$ cat src/verilog/dms_pkg.sv
// Package of constants and types for the drive monitor status bank
// Overview of operation
// - Every monitor register is read-only; writes never change contents.
// - Status bit 0 reads 1 while running, 0 while stopped.
// - Status bit 1 reads 1 in reverse, 0 in forward rotation.
// - Status bit 2 reads 1 once startup completes, 0 before.
// - Status bit 3 shows any fault; bit 4 shows data setting error.
// - Status bits 5..7 mirror relay and two photocoupler outputs.
// - Fault bit 0 set on overcurrent or ground fault.
// - Fault bits 1..3: DC bus overvoltage, drive overload, overheat.
// - Fault bits 4..7: brake heat, fuse, PID loss, external fault.
// - Fault bits 8..A: hardware, motor overload/torque, encoder/speed.
// - Fault bits B,C undervoltage family; bit D phase faults.
// - Fault bit E serial comm error; bit F keypad detached.
// - Link status bit 0 writing, bit 3 limit, bit 4 integrity error.
// - Current monitor reports unsigned count of 0.1 ampere steps.
// - Input register bits 0..7 mirror eight input terminals.
package dms_pkg;
  // ****************************************
  // Register offsets
  // ****************************************
  localparam logic [15:0] OFS_DRIVE_RUN_STATUS = 16'h0020;
  localparam logic [15:0] OFS_FAULT_CAUSE_FLAGS = 16'h0021;
  localparam logic [15:0] OFS_LINK_WRITE_STATUS = 16'h0022;
  localparam logic [15:0] OFS_SPEED_SETPOINT = 16'h0023;
  localparam logic [15:0] OFS_OUTPUT_SPEED = 16'h0024;
  localparam logic [15:0] OFS_VOLTAGE_SETPOINT = 16'h0025;
  localparam logic [15:0] OFS_CURRENT_MONITOR = 16'h0026;
  localparam logic [15:0] OFS_POWER_MONITOR = 16'h0027;
  localparam logic [15:0] OFS_TORQUE_SETPOINT = 16'h0028;
  localparam logic [15:0] OFS_SPARE_A = 16'h0029;
  localparam logic [15:0] OFS_SPARE_B = 16'h002A;
  localparam logic [15:0] OFS_DIGITAL_INPUTS = 16'h002B;
  // ****************************************
  // Field positions and reset values
  // ****************************************
  localparam int LINK_BIT_WRITING = 0;
  localparam int LINK_BIT_LIMIT = 3;
  localparam int LINK_BIT_INTEGRITY = 4;
  localparam logic [15:0] RESET_WORD = 16'h0000;
  localparam logic [7:0] RESET_BYTE = 8'h00;
  localparam logic [1:0] SYNC_STAGES = 2'h2;

  // Live drive conditions behind the status register
  typedef struct packed {
    logic running;
    logic reverse;
    logic startup_done;
    logic data_setting_error;
    logic relay_contact_output;
    logic photocoupler_output_one;
    logic photocoupler_output_two;
  } dms_drive_state_t;

  // Individual fault causes behind the fault register
  typedef struct packed {
    logic excess_current_trip;
    logic earth_leak_trip;
    logic dc_bus_high_trip;
    logic drive_thermal_trip;
    logic heatsink_hot_one;
    logic heatsink_hot_two;
    logic brake_switch_fault;
    logic brake_resistor_hot;
    logic fuse_open;
    logic pid_feedback_loss;
    logic external_trip;
    logic network_external_trip;
    logic hardware_fault;
    logic machine_thermal_trip;
    logic torque_excess_one;
    logic torque_excess_two;
    logic encoder_wire_break;
    logic overspeed_trip;
    logic speed_error_trip;
    logic bus_low_trip;
    logic main_bus_low;
    logic control_supply_fault;
    logic inrush_circuit_fault;
    logic power_loss;
    logic input_phase_fault;
    logic output_phase_loss;
    logic serial_comm_error;
    logic keypad_detached;
  } dms_fault_state_t;

  // Parameter write progress of the data link
  typedef struct packed {
    logic writing;
    logic limit_error;
    logic integrity_error;
  } dms_link_state_t;

  // Internal measured values, one word each
  typedef struct packed {
    logic [15:0] speed_setpoint;
    logic [15:0] output_speed;
    logic [15:0] voltage_setpoint;
    logic [15:0] current_monitor_item;
    logic [15:0] output_power;
    logic [15:0] torque_setpoint;
  } dms_measure_t;

  // Register read request from the protocol engine
  typedef struct packed {
    logic rd;
    logic wr;
    logic [15:0] addr;
    logic [15:0] wdata;
  } dms_req_t;

  // Read answer back to the protocol engine
  typedef struct packed {
    logic ack;
    logic err;
    logic [15:0] rdata;
  } dms_rsp_t;
endpackage : dms_pkg

$ cat src/verilog/dms_fault_encode.sv
// Folds the individual fault causes into the fault cause word
`timescale 1ns/10ps
`default_nettype none
module dms_fault_encode (
  input wire dms_pkg::dms_fault_state_t fault_i, // Fault causes
  output logic [15:0] word_o, // Fault cause word
  output logic any_o // Any fault present
);
  // Pure combinational grouping; the top registers it
  always_comb begin
    word_o = dms_pkg::RESET_WORD;
    word_o[0] = fault_i.excess_current_trip | fault_i.earth_leak_trip;
    word_o[1] = fault_i.dc_bus_high_trip;
    word_o[2] = fault_i.drive_thermal_trip;
    word_o[3] = fault_i.heatsink_hot_one | fault_i.heatsink_hot_two;
    word_o[4] = fault_i.brake_switch_fault | fault_i.brake_resistor_hot;
    word_o[5] = fault_i.fuse_open;
    word_o[6] = fault_i.pid_feedback_loss;
    word_o[7] = fault_i.external_trip | fault_i.network_external_trip;
    word_o[8] = fault_i.hardware_fault;
    word_o[9] = fault_i.machine_thermal_trip | fault_i.torque_excess_one
                | fault_i.torque_excess_two;
    word_o[10] = fault_i.encoder_wire_break | fault_i.overspeed_trip
                 | fault_i.speed_error_trip;
    word_o[11] = fault_i.bus_low_trip;
    word_o[12] = fault_i.main_bus_low | fault_i.control_supply_fault
                 | fault_i.inrush_circuit_fault | fault_i.power_loss;
    word_o[13] = fault_i.input_phase_fault | fault_i.output_phase_loss;
    word_o[14] = fault_i.serial_comm_error;
    word_o[15] = fault_i.keypad_detached;
    any_o = |word_o;
  end
endmodule : dms_fault_encode
`default_nettype wire

$ cat src/verilog/dms_status_bank.sv
// Top of the read-only drive monitor status bank
`timescale 1ns/10ps
`default_nettype none
module dms_status_bank (
  input wire logic sys_clk_i, // System clock, 10 MHz
  input wire logic rst_i, // Async reset, active high
  input wire dms_pkg::dms_req_t req_i, // Register request
  input wire dms_pkg::dms_drive_state_t drive_i, // Drive conditions
  input wire dms_pkg::dms_fault_state_t fault_i, // Fault causes
  input wire dms_pkg::dms_link_state_t link_i, // Link write state
  input wire dms_pkg::dms_measure_t measure_i, // Measured values
  input wire logic [7:0] digital_input_pins_i, // Raw input terminals
  output dms_pkg::dms_rsp_t rsp_o // Registered answer
);
  // ****************************************
  // Live register images
  // ****************************************
  logic [15:0] drive_run_status;
  logic [15:0] fault_cause_flags;
  logic [15:0] link_write_status;
  logic [15:0] digital_input_levels;
  logic [15:0] fault_word;
  logic fault_any;
  logic [7:0] input_levels;
  logic [15:0] next_rdata;
  logic next_hit;

  // Input terminals come from pins, so synchronise first
  dms_sync #(
    .WIDTH(8)
  ) u_input_sync (
    .sys_clk_i(sys_clk_i),
    .rst_i(rst_i),
    .async_i(digital_input_pins_i),
    .sync_o(input_levels)
  );

  dms_fault_encode u_fault_encode (
    .fault_i(fault_i),
    .word_o(fault_word),
    .any_o(fault_any)
  );

  // Status image, unused upper byte held at zero
  always_comb begin
    drive_run_status = dms_pkg::RESET_WORD;
    drive_run_status[0] = drive_i.running;
    drive_run_status[1] = drive_i.reverse;
    drive_run_status[2] = drive_i.startup_done;
    drive_run_status[3] = fault_any;
    drive_run_status[4] = drive_i.data_setting_error;
    drive_run_status[5] = drive_i.relay_contact_output;
    drive_run_status[6] = drive_i.photocoupler_output_one;
    drive_run_status[7] = drive_i.photocoupler_output_two;
  end

  // Fault image straight from the encoder
  always_comb begin
    fault_cause_flags = fault_word;
  end

  // Link image, unused bits zero
  always_comb begin
    link_write_status = dms_pkg::RESET_WORD;
    link_write_status[dms_pkg::LINK_BIT_WRITING] = link_i.writing;
    link_write_status[dms_pkg::LINK_BIT_LIMIT] = link_i.limit_error;
    link_write_status[dms_pkg::LINK_BIT_INTEGRITY] =
      link_i.integrity_error;
  end

  // Inputs in the low byte, first terminal in bit 0
  always_comb begin
    digital_input_levels = {dms_pkg::RESET_BYTE, input_levels};
  end

  // ****************************************
  // Read decode
  // ****************************************
  // Unmapped addresses answer with an error and zero data
  always_comb begin
    next_rdata = dms_pkg::RESET_WORD;
    next_hit = 1'b1;
    unique case (req_i.addr)
      dms_pkg::OFS_DRIVE_RUN_STATUS: next_rdata = drive_run_status;
      dms_pkg::OFS_FAULT_CAUSE_FLAGS: next_rdata = fault_cause_flags;
      dms_pkg::OFS_LINK_WRITE_STATUS: next_rdata = link_write_status;
      dms_pkg::OFS_SPEED_SETPOINT: next_rdata = measure_i.speed_setpoint;
      dms_pkg::OFS_OUTPUT_SPEED: next_rdata = measure_i.output_speed;
      dms_pkg::OFS_VOLTAGE_SETPOINT: next_rdata = measure_i.voltage_setpoint;
      dms_pkg::OFS_CURRENT_MONITOR:
        next_rdata = measure_i.current_monitor_item;
      dms_pkg::OFS_POWER_MONITOR: next_rdata = measure_i.output_power;
      dms_pkg::OFS_TORQUE_SETPOINT: next_rdata = measure_i.torque_setpoint;
      dms_pkg::OFS_SPARE_A: next_rdata = dms_pkg::RESET_WORD;
      dms_pkg::OFS_SPARE_B: next_rdata = dms_pkg::RESET_WORD;
      dms_pkg::OFS_DIGITAL_INPUTS: next_rdata = digital_input_levels;
      default: next_hit = 1'b0;
    endcase
  end

  // ****************************************
  // Answer register
  // ****************************************
  // Whole word captured on one edge so fields never tear
  always_ff @(posedge sys_clk_i or posedge rst_i) begin
    if (rst_i) begin
      rsp_o <= '0;
    end else begin
      rsp_o.ack <= req_i.rd | req_i.wr;
      // Writes are refused: nothing stored, error flagged
      rsp_o.err <= (req_i.rd & ~next_hit) | req_i.wr;
      if (req_i.rd && next_hit) begin
        rsp_o.rdata <= next_rdata;
      end else if (req_i.rd || req_i.wr) begin
        rsp_o.rdata <= dms_pkg::RESET_WORD;
      end
    end
  end
endmodule : dms_status_bank
`default_nettype wire

$ cat src/verilog/dms_sync.sv
// Two-stage synchroniser for a bus of pin levels
`timescale 1ns/10ps
`default_nettype none
module dms_sync #(
  parameter int WIDTH = 8
) (
  input wire logic sys_clk_i, // System clock
  input wire logic rst_i, // Async reset, active high
  input wire logic [WIDTH-1:0] async_i, // Raw pin levels
  output logic [WIDTH-1:0] sync_o // Levels in clock domain
);
  logic [WIDTH-1:0] stage_one;

  // First stage feeds only the second stage
  always_ff @(posedge sys_clk_i or posedge rst_i) begin
    if (rst_i) begin
      stage_one <= '0;
      sync_o <= '0;
    end else begin
      stage_one <= async_i;
      sync_o <= stage_one;
    end
  end
endmodule : dms_sync
`default_nettype wire
$ cat config.mk
export PLATFORM = sky130hd
export DESIGN_NAME = dms_status_bank
export DESIGN_NICKNAME = d
export VERILOG_FILES = /design/src/verilog/dms_pkg.sv /design/src/verilog/dms_fault_encode.sv /design/src/verilog/dms_status_bank.sv /design/src/verilog/dms_sync.sv
export SDC_FILE = /design/constraint.sdc
export NUM_CORES = 1
export LEC_CHECK = 0
export ABC_CLOCK_PERIOD_IN_PS = 1250
export BUFFER_PORTS_ARGS = -buffer_cell sky130_fd_sc_hd__buf_2
export CAP_MARGIN = 20
export CORE_MARGIN = 3
export CORE_UTILIZATION = 34
export DETAILED_ROUTE_END_ITERATION = 8
export GPL_TIMING_DRIVEN = 0
export HOLD_SLACK_MARGIN = 0.03
export PLACE_DENSITY = 0.72
export SLEW_MARGIN = 10
export SYNTH_ARGS = -nofsm -noshare
export SYNTH_HDL_FRONTEND = slang
export SYNTH_SLANG_ARGS = --single-unit
$ cat constraint.sdc
create_clock -name sys_clk_i -period 1.25 [get_ports sys_clk_i]
set_input_delay 0.0625 -clock sys_clk_i [delete_from_list [all_inputs] [get_ports sys_clk_i]]
set_output_delay 0.0625 -clock sys_clk_i [all_outputs]
set_load 0.005 [all_outputs]
* Yosys cells after proc, flatten, opt, wreduce, memory -nomap -nowiden
Index checks and enable logic that the tools add are counted.
Word-level totals: bits in registers 34, output and inout port bits 18, input port bits 178, logic and storage cells 42
Cells by class: equal/unequal tests 12, bitwise gates (word level) 16, mux-type cells 4, reductions and logical operators 5
Operator list (count):
- $eq 16x6->1 const B | 12
- $pmux 16 s10 | 1
- $mux 16 | 2
- $reduce_or 16->1 | 1
- $or 1x1->1 | 14
- $reduce_or 12->1 | 1
- $reduce_bool 2->1 | 1
- $and 1x1->1 | 1
- $logic_and 1x1->1 | 1
- $logic_or 1x1->1 | 1
- $mux 1 | 1
- $not 1->1 | 1

* Longest topological paths before layout
Gate-level depths: netlist (run 1).
depth in word-level cells 6, gate-level depth with buffers 7, depth with buffers taken out 5

* Cells and area by module
From an unflattened synthesis (run 1), not the netlist that was laid out.
Second synthesis, totals: cell total of the unflattened synthesis 246, area total of the unflattened synthesis 2484.9 sq um
By module, submodules not included:
- dms_status_bank | sequential area each 450.4 sq um, cells each 207, instances 1, area each 1924.3 sq um
- dms_sync | sequential area each 400.4 sq um, cells each 17, instances 1, area each 404.1 sq um
- dms_fault_encode | sequential area each 0.0 sq um, cells each 22, instances 1, area each 156.4 sq um

* Worst setup path after synthesis (run 1)
OpenSTA, ideal clock, no wires.
path kind in2reg, start point input port req_i[16] (netlist bit), end point register rsp_o[1] (netlist bit), setup time 126 ps, stages on the path 7, data required time 1124 ps, setup slack 1 ps, buffers on the path 2, data arrival time 1123 ps, cells stage by stage buf_6 buf_8 mux4_2 nand2_1 o22ai_1 o21ai_1 nand3_1
On the way: word-level cells in the longest chain between the ends 5, elaborated cells between the ends (all ways) 18, classes of those cells 12 x eq/ne; 3 x mux; 3 x reduce/logical
RTL lines:
- start, declared | line dms_status_bank.sv:7 | input wire dms_pkg::dms_req_t req_i,
- $eq 16x6->1 | line dms_status_bank.sv:83 | unique case (req_i.addr)
- $reduce_or 12->1 (no line)
- $mux 1 | line dms_status_bank.sv:83
- $logic_and 1x1->1 | line dms_status_bank.sv:112 | if (req_i.rd && next_hit) begin
- $mux 16 / $reduce_bool 2->1 (equally long branches)
- end, declared | line dms_status_bank.sv:13 | output dms_pkg::dms_rsp_t rsp_o
Several ways; a longest one is shown, not always the timed one. A chain may end at the register's enable or synchronous reset.

* Final worst setup path (run 1)
start point register u_input_sync.sync_o[3], end point register rsp_o[3] (netlist bit)
On the way: word-level cells in the longest chain between the ends 2
RTL lines:
- start, declared | line dms_sync.sv:10 | output logic [WIDTH-1:0] sync_o
- start signal, assigned | line dms_sync.sv:21 | sync_o <= stage_one;
- $pmux 16 s10 | line dms_status_bank.sv:83
- $mux 16 | line dms_status_bank.sv:112
Every way passes these cells.

==> metrics.md, run 1 <==
| Metric | Value |
|---|---|
| H-tree depth | 2 |
| Synthesized Nets | 409 |
| Cells after DPL | 501 |
| Pre-CTS WS | -0.300 ns |
| Slack of the critical path | -0.0118 ns |
| Required time at the endpoint of the critical path | 1.42 ns |
| Root Buffer Master | clkbuf_8 |
| Top-level I/O count | 196 |
| Grt ovf | 0 |
| Clock tree sinks | 34 |
| Final-stage net count | 603 |
| Detailed-route wire length per cell | 19.6 um |
| Sw Pwr | 0.000745 W |
| Violations in the final reports | negative setup slack |
| Type of the tightest min-delay check | input port to flop |
| Layout Cells excl Fill | 518 |
| Worst-case clock buffer depth | 2 |
| Post-CTS Setup Inserts | 0 |
| Static Leakage | 1.75 nW |
| Type of element launching the critical path | flop |
| CP Class | flop to flop |
| Core area | 6570 sq um |
| Mean instance size in the synthesized netlist | 10.3 sq um |
| Die area | 8070 sq um |
| Post-route core utilization | 0.558 |
| Gate count after technology mapping | 231 |
| Num rows | 29 |
| Number of antenna diodes | 0 |
| Total count of hold-check failures in the final report | 0 |
| Vias in the first global route | 2,945 |
| Number of enable flip-flop cells after synthesis | 0 |
| Final number of setup-violating endpoints | 1 |
| P per Cell Area | 793 nW/um^2 |
| Crit-path max FO | 1 |
| Tcrit/Tclk final | 1.01 |
| CTS tree | built |
| Capture instance of the worst register-to-register path | rsp_o[3] |
| Total clock buffers created by CTS | 5 |
| Most common library cell in the layout ignoring fill and taps | buf_2 |
| All-layer global routing usage | 0.243 |
| Die Y-Extent | 89.8 um |
| Highest achievable clock rate | 793 MHz |
| Sequential fraction of the synthesis area | 0.356 |
| Flops & latches, synth | 34 |
| Number of distinct standard cells referenced by the synthesized netlist | 54 |
| Clock insertion delay at the later pin of the skew report | 0.28 ns |
| Routability Congestion | 0.896 |
| Post-synth design cell area | 2390 sq um |
| Setup tns final | -0.0118 ns |
| Most instantiated flip-flop cell in the synthesis netlist | dfrtp_1 |
| Max-slew violation count | 0 |
| Relative contribution of combinational cells to total power | 0.252 |
| Starting density of the core | 0.364 |
| Yosys warning count | 0 |
| Sw Ratio | 0.256 |
| Sequential cell fraction of total power | 0.391 |
| RSZ-0062 raised after global routing | true |
| Leading cell types in the layout, fill and taps excluded | buf_2, dfrtp_1, nand2_1 |
| Instance area after placement | 3390 sq um |
| Post-route DRC violation count | 0 |
| CP endpoint kind | flop |
| Worst IR drop on VDD | 0.658 mV |
| First-iteration detailed-routing DRC count | 111 |
| Remaining antenna violation count after routing | 0 |
| Worst Tran Pin Value | 0.748 ns |
| Maxcap violations | 0 |
| Clock power frac | 0.357 |
| Ratio of cells with drive above 1 in the final layout | 0.555 |
| Clk slew on worst S/H paths | 0.07 ns |
| Width of the die | 89.8 um |
| Register-to-register path setup slack | -0.01 ns |
| Wire length of the first global-routing pass | 15,400 um |
| Wire length after detailed routing | 10,200 um |
| Layout overhead on the synthesized area | 53.4% |
| Data arrival time of the worst path | 1.43 ns |
| Post-route cell area | 3670 sq um |
| Pin count of the biggest net entering global routing | 35 |
| Initial antenna violation count | 0 |
| Number of input and output port buffers inserted | 177 |
| Termination of the worst setup path | rsp_o[3] |
| Async SR Flop Fraction | 1.00 |
| Start point of the critical path | u_input_sync.sync_o[3] |
| Number of cells traversed by the worst register-to-register path | 5 |
| Worst Clk Skew | 0.00299 ns |
| Final HPWL DP | 7910 um |
| Via density | 5.44 |
| Worst rel slew slack | 0.500 |
| Count of vias placed by the detailed router | 2,820 |
| Minimum clock period after layout | 1.26 ns |
| R2r startpoint | u_input_sync.sync_o[3] |
| Internal power consumption | 0.00216 W |
| Detailed Routing Iterations Pass 1 | 4 |
| Outcome | finished, violations left |
==> power by group through the flow <==
stage	combinational (W)	clock [W]	sequential, W
floorplan	0.000328	0	0.00116
global placement	0.000675	0	0.00116
detailed placement	0.000683	0	0.00116
CTS	0.000712	0.00105	0.00114
global route	0.000794	0.00112	0.00114
finish	0.000732	0.00104	0.00114
==> critical path, stage by stage (launching register included) <==
cell	delay, ns
dfrtp_1	0.35
mux2_2	0.27
a22oi_2	0.16
nor2_1	0.07
a211oi_2	0.21
o21ai_1	0.08
==> stage by stage <==
| step | hold slack, ns | total power [W] |
|---|---|---|
| final | 0.0421 | 0.00291 |
| after global routing | 0.0573 | 0.00305 |
| after CTS | 0.0427 | 0.00290 |
| after detailed placement | 0.172 | 0.00184 |
| after global placement | 0.170 | 0.00183 |
| after floorplan | 0.0939 | 0.00148 |
==> how the worst min path moves through the flow <==
| stage | slack, ns | cells past startpoint | endpoint | start |
|---|---|---|---|---|
| finish | 0.04 | 3 | rsp_o[1] | drive_i[5] |
| global placement | 0.17 | 1 | u_input_sync.stage_one[7] | digital_input_pins_i[7] |
| floorplan | 0.09 | 0 | u_input_sync.stage_one[0] | digital_input_pins_i[0] |
| global route | 0.06 | 3 | rsp_o[1] | drive_i[5] |
| CTS | 0.04 | 3 | rsp_o[1] | drive_i[5] |
| detailed placement | 0.17 | 1 | u_input_sync.stage_one[6] | digital_input_pins_i[6] |
==> metal layers <==
metal / track usage / wire, um / vias up / share of wire
li1: - / - / 1283 / -
met1: 0.296 / 3890 / 1354 / 0.38
met2: 0.425 / 5200 / 168 / 0.51
met5: 0 / 0 / - / 0
met4: 0.0600 / 145 / 0 / 0.014
met3: 0.0676 / 929 / 15 / 0.091
==> Yosys cell counts (2+ instances only) <==
library cell,n,area (sq um)
dfrtp_1,34,851
nand2_1,26,97.6
a22oi_1,15,113
mux4_2,14,315
o21ai_1,13,65.1
nor2_1,12,45.0
o21ai_0,10,50.1
a21oi_1,9,45.0
mux2i_1,8,80.1
buf_4,6,45.0
nor3_1,6,30.0
nor4_1,5,31.3
a32oi_1,4,35.0
buf_2,4,20.0
buf_6,4,45.0
nand3_1,4,20.0
and3_1,3,18.8
mux2_2,3,33.8
nand2b_1,3,18.8
nand4_1,3,18.8
o22ai_1,3,18.8
a211oi_1,2,15.0
a221oi_1,2,17.5
a22o_1,2,17.5
a31oi_1,2,12.5
clkbuf_1,2,7.51
inv_1,2,7.51
nor2b_4,2,27.5
nor4_2,2,25.0
nor4b_2,2,30.0
==> repair_timing <==
item                                    in CTS  in global routing
hold endpoints to repair                    43                  0
hold buffers                                10                  0
endpoints found under the setup margin       3                 14
pin swaps                                    1                  3
resized for setup                            2                 12
==> logic make-up (layout without fill, tap and decap cells) <==
group / Yosys count / count (layout) / synth area share
and+or+nand+nor: 80 / 80 / 0.200
DFF: 34 / 34 / 0.356
AOI/OAI and AO/OA: 71 / 71 / 0.197
muxes: 26 / 26 / 0.186
buffers and inverters: 20 / 214 / 0.0607
==> cell type report <==
| type | count | area [sq um] |
|---|---|---|
| buffer | 18 | 144 |
| inverter | 2 | 7.51 |
| timing repair buffer | 187 | 986 |
| sequential | 34 | 851 |
| clock inverter | 1 | 30.0 |
| clock buffer | 6 | 82.6 |
| fill | 612 | 2900 |
| multi-input combinational | 177 | 1450 |
| tap | 93 | 116 |
==> flip-flops by register name, indices dropped and copies added (netlist names) <==
name	cells
u_input_sync.stage_one	8
rsp_o	18
u_input_sync.sync_o	8
Power figures use the tool's default switching activity.
==> run 2, diff against run 1 <==
--- a/config.mk
+++ b/config.mk
@@ -9,11 +9,11 @@
 export BUFFER_PORTS_ARGS = -buffer_cell sky130_fd_sc_hd__buf_2
 export CAP_MARGIN = 20
 export CORE_MARGIN = 3
-export CORE_UTILIZATION = 34
+export CORE_UTILIZATION = 39
 export DETAILED_ROUTE_END_ITERATION = 8
 export GPL_TIMING_DRIVEN = 0
 export HOLD_SLACK_MARGIN = 0.03
-export PLACE_DENSITY = 0.72
+export PLACE_DENSITY = 0.81
 export SLEW_MARGIN = 10
 export SYNTH_ARGS = -nofsm -noshare
 export SYNTH_HDL_FRONTEND = slang
==> metrics.md, run 2 (synthesized netlist as in run 1, its figures left out) <==
| Metric | Value |
|---|---|
| Outcome | completed |
| Slowest stage cell on the critical path | dfrtp_1 |
| Type of element launching the critical path | flop |
| Final number of setup-violating endpoints | 0 |
| Width of the die | 84.3 um |
| Number of cells traversed by the worst register-to-register path | 5 |
| Worst IR drop on VDD | 0.721 mV |
| Largest registers | rsp_o (18), u_input_sync.stage_one (8), u_input_sync.sync_o (8) |
| Routability Congestion | 0.909 |
| Worst rel slew slack | 0.523 |
| CP endpoint kind | flop |
| Tcrit/Tclk final | 0.984 |
| Total clock buffers created by CTS | 5 |
| Number of input and output port buffers inserted | 177 |
| Final HPWL DP | 7800 um |
| Relative contribution of combinational cells to total power | 0.259 |
| RSZ-0062 raised after global routing | true |
| CP Cell Sequence | mux2_4 -> a22oi_2 -> nor2_1 -> a211oi_2 -> o21ai_1 |
| Wire length of the first global-routing pass | 15,200 um |
| Minimum clock period after layout | 1.23 ns |
| Pin count of the biggest net entering global routing | 35 |
| H-tree depth | 2 |
| Worst-case clock buffer depth | 2 |
| Grt met2 use | 0.499 |
| Data arrival time of the worst path | 1.40 ns |
| Root Buffer Master | clkbuf_8 |
| Clock power frac | 0.342 |
| GR Layer Usage met1 | 0.307 |
| Top-level I/O count | 196 |
| Vias in the first global route | 3,100 |
| Worst Clk Skew | 0.00547 ns |
| Wire length after detailed routing | 9740 um |
| Setup tns final | 0 ns |
| Sw Ratio | 0.258 |
| Hold path depth | 2 |
| Highest achievable clock rate | 813 MHz |
| Met3 Usage GRT | 0.0775 |
| Maxcap violations | 0 |
| Detailed-route wire length per cell | 19.4 um |
| Post-route cell area | 3680 sq um |
| Crit-path max FO | 1 |
| Initial antenna violation count | 0 |
| Die area | 7100 sq um |
| Number of antenna diodes | 0 |
| Flip-flop count of the largest register after layout | 18 |
| Num rows | 27 |
| Worst Tran Pin Value | 0.715 ns |
| CP Class | flop to flop |
| Core area | 5710 sq um |
| Sw Pwr | 0.000736 W |
| Final-stage net count | 608 |
| Via density | 5.77 |
| Layout overhead on the synthesized area | 54.0% |
| Total count of hold-check failures in the final report | 0 |
| Detailed Routing Iterations Pass 1 | 5 |
| Sequential cell fraction of total power | 0.399 |
| Overall power | 0.00285 W |
| Count of vias placed by the detailed router | 2,903 |
| Post-route DRC violation count | 0 |
| Max-slew violation count | 0 |
| Static Leakage | 1.78 nW |
| Grt ovf | 0 |
| All-layer global routing usage | 0.271 |
| Layer carrying the most global-route usage | met2 |
| Type of the tightest min-delay check | input port to flop |
| Ratio of cells with drive above 1 in the final layout | 0.559 |
| P per Cell Area | 775 nW/um^2 |
| Starting density of the core | 0.419 |
| Remaining antenna violation count after routing | 0 |
| First-iteration detailed-routing DRC count | 158 |
| Maximum single-stage delay on the critical path | 0.37 ns |
| Leading cell types in the layout, fill and taps excluded | buf_2, dfrtp_1, nand2_1 |
| Clock tree sinks | 34 |
| Clk slew on worst S/H paths | 0.07 ns |
| Most common library cell in the layout ignoring fill and taps | buf_2 |
| Final-layout worst hold slack | 0.0401 ns |
| Clock insertion delay at the later pin of the skew report | 0.28 ns |
| Required time at the endpoint of the critical path | 1.42 ns |
| CTS tree | built |
| Most flops, register | rsp_o |
| Internal power consumption | 0.00211 W |
| Instance area after placement | 3370 sq um |
| Die Y-Extent | 84.3 um |
[run 2: worst paths after layout]
path                                            from                     end  slack (ns)
setup / recovery              u_input_sync.sync_o[3]                rsp_o[3]        0.02
hold / removal                             req_i[33]               rsp_o[16]        0.04
setup reg to reg              u_input_sync.sync_o[3]                rsp_o[3]        0.02
hold reg to reg            u_input_sync.stage_one[4]  u_input_sync.sync_o[4]        0.35
max in group asynchronous                      rst_i                rsp_o[3]        0.34
min in group asynchronous                      rst_i                rsp_o[2]        0.46
[run 2: final cells by class]
| cell class | instances | area, sq um |
|---|---|---|
| clock buffer | 5 | 68.8 |
| tap | 72 | 90.1 |
| fill | 470 | 2030 |
| buffer | 18 | 140 |
| inverter | 2 | 7.51 |
| multi-input combinational | 177 | 1460 |
| timing repair buffer | 192 | 1020 |
| sequential | 34 | 851 |
| clock inverter | 3 | 40.0 |
[run 2: critical path: cells and delay by family, from the launching register on]
kind / cells / cell delay (ns)
AO/OA/AOI/OAI: 3 / 0.42
flip-flops: 1 / 0.37
multiplexers: 1 / 0.26
AND/OR/NAND/NOR: 1 / 0.07
[run 2: per-stage QoR]
step	instances	worst slack (ns)	util
finish	503	0.0194	0.645
floorplan	231	0.000881	-
global route	503	-0.0530	0.645
CTS	498	0.00322	0.629
global placement	480	-0.398	0.590
detailed placement	480	-0.343	0.590
[run 2: power groups by stage]
stage,logic (W),clock network [W],registers [W]
2_1_floorplan,0.000328,0,0.00116
3_3_place_gp,0.000670,0,0.00116
3_5_place_dp,0.000686,0,0.00116
4_1_cts,0.000718,0.000991,0.00114
5_1_grt,0.000802,0.00105,0.00114
6_report,0.000739,0.000975,0.00114
[run 2: metal layers]
layer / vias to the layer above / routed length, um
met3: 16 / 934
met1: 1397 / 3480
met5: - / 0
met4: 0 / 121
met2: 190 / 5210
li1: 1300 / -
[run 2: what timing repair did]
item                                    4_1_cts  5_1_grt
gates resized for setup                       3       10
pin swaps                                     1        5
hold buffers                                 10        0
setup buffers                                 0        5
endpoints found under the setup margin        8       13
endpoints found under the hold margin        43        0
==> run 3, diff against run 2 <==
--- a/config.mk
+++ b/config.mk
@@ -5,16 +5,18 @@
 export SDC_FILE = /design/constraint.sdc
 export NUM_CORES = 1
 export LEC_CHECK = 0
+export ABC_AREA = 1
 export ABC_CLOCK_PERIOD_IN_PS = 1250
 export BUFFER_PORTS_ARGS = -buffer_cell sky130_fd_sc_hd__buf_2
 export CAP_MARGIN = 20
 export CORE_MARGIN = 3
-export CORE_UTILIZATION = 39
+export CORE_UTILIZATION = 41
 export DETAILED_ROUTE_END_ITERATION = 8
 export GPL_TIMING_DRIVEN = 0
-export HOLD_SLACK_MARGIN = 0.03
+export HOLD_SLACK_MARGIN = 0.1
 export PLACE_DENSITY = 0.81
 export SLEW_MARGIN = 10
 export SYNTH_ARGS = -nofsm -noshare
 export SYNTH_HDL_FRONTEND = slang
 export SYNTH_SLANG_ARGS = --single-unit
+export TNS_END_PERCENT = 5
==> metrics.md, run 3 <==
| Metric | Value |
|---|---|
| CTS tree | built |
| Post-synth design cell area | 2670 sq um |
| CP Cell Sequence | buf_2 -> nor2_1 -> nand2_1 -> nor2_4 -> buf_12 -> buf_6 -> nand2_1 -> nand2_1 -> nor2_2 -> nand3_2 -> nand2_2 -> clkinv_4 -> clkbuf_16 -> nand2_1 -> nand2_1 |
| Ratio of cells with drive above 1 in the final layout | 0.417 |
| Post-synth top area cell | dfrtp_1 |
| Post-route cell area | 4370 sq um |
| Minimum clock period after layout | 1.24 ns |
| Instance area after placement | 3660 sq um |
| Pin count of the biggest net entering global routing | 35 |
| Final-stage net count | 819 |
| Vias in the first global route | 3,543 |
| CP delay by family, top | simple AND/OR/NAND/NOR gates |
| Outcome | completed |
| Type of the tightest min-delay check | input port to flop |
| Leading cell types in the layout, fill and taps excluded | buf_2, nand2_1, nand3_1 |
| Detailed-route wire length per cell | 17.7 um |
| Maxcap violations | 0 |
| Starting density of the core | 0.437 |
| Width of the die | 86.6 um |
| Synthesized Nets | 598 |
| Async SR Flop Fraction | 1.00 |
| RSZ-0062 raised after global routing | true |
| Clock insertion delay at the later pin of the skew report | 0.29 ns |
| Post-synth top area share | 0.319 |
| H-tree depth | 2 |
| Via density | 5.51 |
| Required time at the endpoint of the critical path | 1.43 ns |
| Total count of hold-check failures in the final report | 0 |
| P per Cell Area | 643 nW/um^2 |
| Mean instance size in the synthesized netlist | 6.35 sq um |
| All-layer global routing usage | 0.308 |
| Tcrit/Tclk final | 0.991 |
| Highest achievable clock rate | 807 MHz |
| Top-level I/O count | 196 |
| Flip-flop count of the largest register after layout | 18 |
| Wire length of the first global-routing pass | 17,800 um |
| Data arrival time of the worst path | 1.42 ns |
| Detailed Routing Iterations Pass 1 | 5 |
| Total clock buffers created by CTS | 5 |
| Worst IR drop on VDD | 0.738 mV |
| Routability Congestion | 0.937 |
| Die Y-Extent | 86.6 um |
| Final HPWL DP | 8910 um |
| Die area | 7510 sq um |
| List of most frequent post-synthesis cells | nand2_1, nand3_1, nor2_1 |
| Static Leakage | 2.34 nW |
| Pre-CTS WS | -0.450 ns |
| Yosys warning count | 0 |
| Crit path buffers/inverters | 5 |
| Post-route DRC violation count | 0 |
| Remaining antenna violation count after routing | 0 |
| Grt ovf | 0 |
| First-iteration detailed-routing DRC count | 349 |
| Max-slew violation count | 0 |
| Number of distinct standard cells referenced by the synthesized netlist | 20 |
| Worst rel slew slack | 0.506 |
| CP most frequent cell | nand2_1 |
| Flops & latches, synth | 34 |
| Slack of the critical path | 0.0114 ns |
| Initial antenna violation count | 0 |
| Slowest stage cell on the critical path | clkbuf_16 |
| Final number of setup-violating endpoints | 0 |
| Wire length after detailed routing | 12,700 um |
| CP Class | input port to flop |
| Largest registers | rsp_o (18), u_input_sync.stage_one (8), u_input_sync.sync_o (8) |
| Clk slew on worst S/H paths | 0.08 ns |
| Worst-case clock buffer depth | 2 |
| Root Buffer Master | clkbuf_8 |
| Most instantiated flip-flop cell in the synthesis netlist | dfrtp_1 |
| Number of input and output port buffers inserted | 179 |
| Cells after DPL | 674 |
| Number of enable flip-flop cells after synthesis | 0 |
| Type of element launching the critical path | input port |
| Most flops, register | rsp_o |
| Gate count after technology mapping | 420 |
| Maximum single-stage delay on the critical path | 0.16 ns |
| Num rows | 28 |
| Core area | 6100 sq um |
| Clock tree sinks | 34 |
| CP endpoint kind | flop |
| Worst Clk Skew | 0.00319 ns |
| Layout overhead on the synthesized area | 63.9% |
| Crit-path max FO | 7 |
| Top area cells in the synthesized netlist | dfrtp_1, nand3_1, nand2_1, nor2_1, and3_1 |
| Count of vias placed by the detailed router | 3,949 |
| Layout Cells excl Fill | 717 |
| Most common library cell in the layout ignoring fill and taps | buf_2 |
| Most common cell in the synthesized netlist | nand2_1 |
| Worst Tran Pin Value | 0.739 ns |
| Number of antenna diodes | 0 |
| Sequential fraction of the synthesis area | 0.319 |
| Setup tns final | 0 ns |
-- run 3: metrics by stage --
stage          power [W]   util  hold WS [ns]
3_3_place_gp     0.00154  0.600         0.170
4_1_cts          0.00278  0.651         0.133
3_5_place_dp     0.00154  0.600         0.172
6_report         0.00281  0.717         0.143
5_1_grt          0.00291  0.717         0.158
2_1_floorplan    0.00124      -        0.0939
-- run 3: per-layer routing --
metal  global-route usage  wire (um)
met1                0.408       4650
met2                0.512       6160
met3               0.0646       1650
met4               0.0779        235
met5                    0          0
-- run 3: cell type report --
class	instances	area, sq um
Tap cell	75	93.8
Fill cell	514	1730
Clock inverter	3	68.8
Sequential cell	34	851
Multi-Input combinational cell	349	1680
Clock buffer	5	68.8
Timing Repair Buffer	214	1290
Buffer	23	260
Inverter	14	57.6
-- run 3: worst register-to-register path, stage by stage, from the launching register on --
cell and delay, ns:
dfrtp_1 0.37, nand3_1 0.08, nand2_1 0.05, nor2_1 0.20, nand3b_1 0.12, nand2_1 0.08
nand2_1 0.05
-- run 3: cells by family (layout without fill, tap and decap cells) --
family	after synthesis	in the layout	share of synthesized area
AO/OA/AOI/OAI	4	4	0.00845
buffers and inverters	37	259	0.0699
flip-flops	34	34	0.319
AND/OR/NAND/NOR	345	345	0.603
-- run 3: report_power, final --
part | switching [W] | internal, W
clock | 0.000428 | 0.000799
combinational | 0.000204 | 0.000240
sequential | 0.00000852 | 0.00113
-- run 3: final timing paths --
path | startpoint | end | slack [ns] | cells after the start
max | req_i[24] | rsp_o[5] | 0.01 | 15
min | fault_i[15] | rsp_o[8] | 0.14 | 5
max reg2reg | u_input_sync.sync_o[6] | rsp_o[6] | 0.20 | 6
min reg2reg | u_input_sync.stage_one[2] | u_input_sync.sync_o[2] | 0.36 | 0
max in group asynchronous | rst_i | rsp_o[10] | 0.30 | 3
min in group asynchronous | rst_i | u_input_sync.stage_one[2] | 0.47 | 3
-- run 3: timing repair --
action | in CTS | in global routing
endpoints found under the hold margin | 43 | 0
setup endpoints to repair | 16 | 16
cloned | 0 | 4
buffers inserted | 2 | 18
gates resized for setup | 16 | 53
hold buffers | 11 | 0
pin swaps | 4 | 21
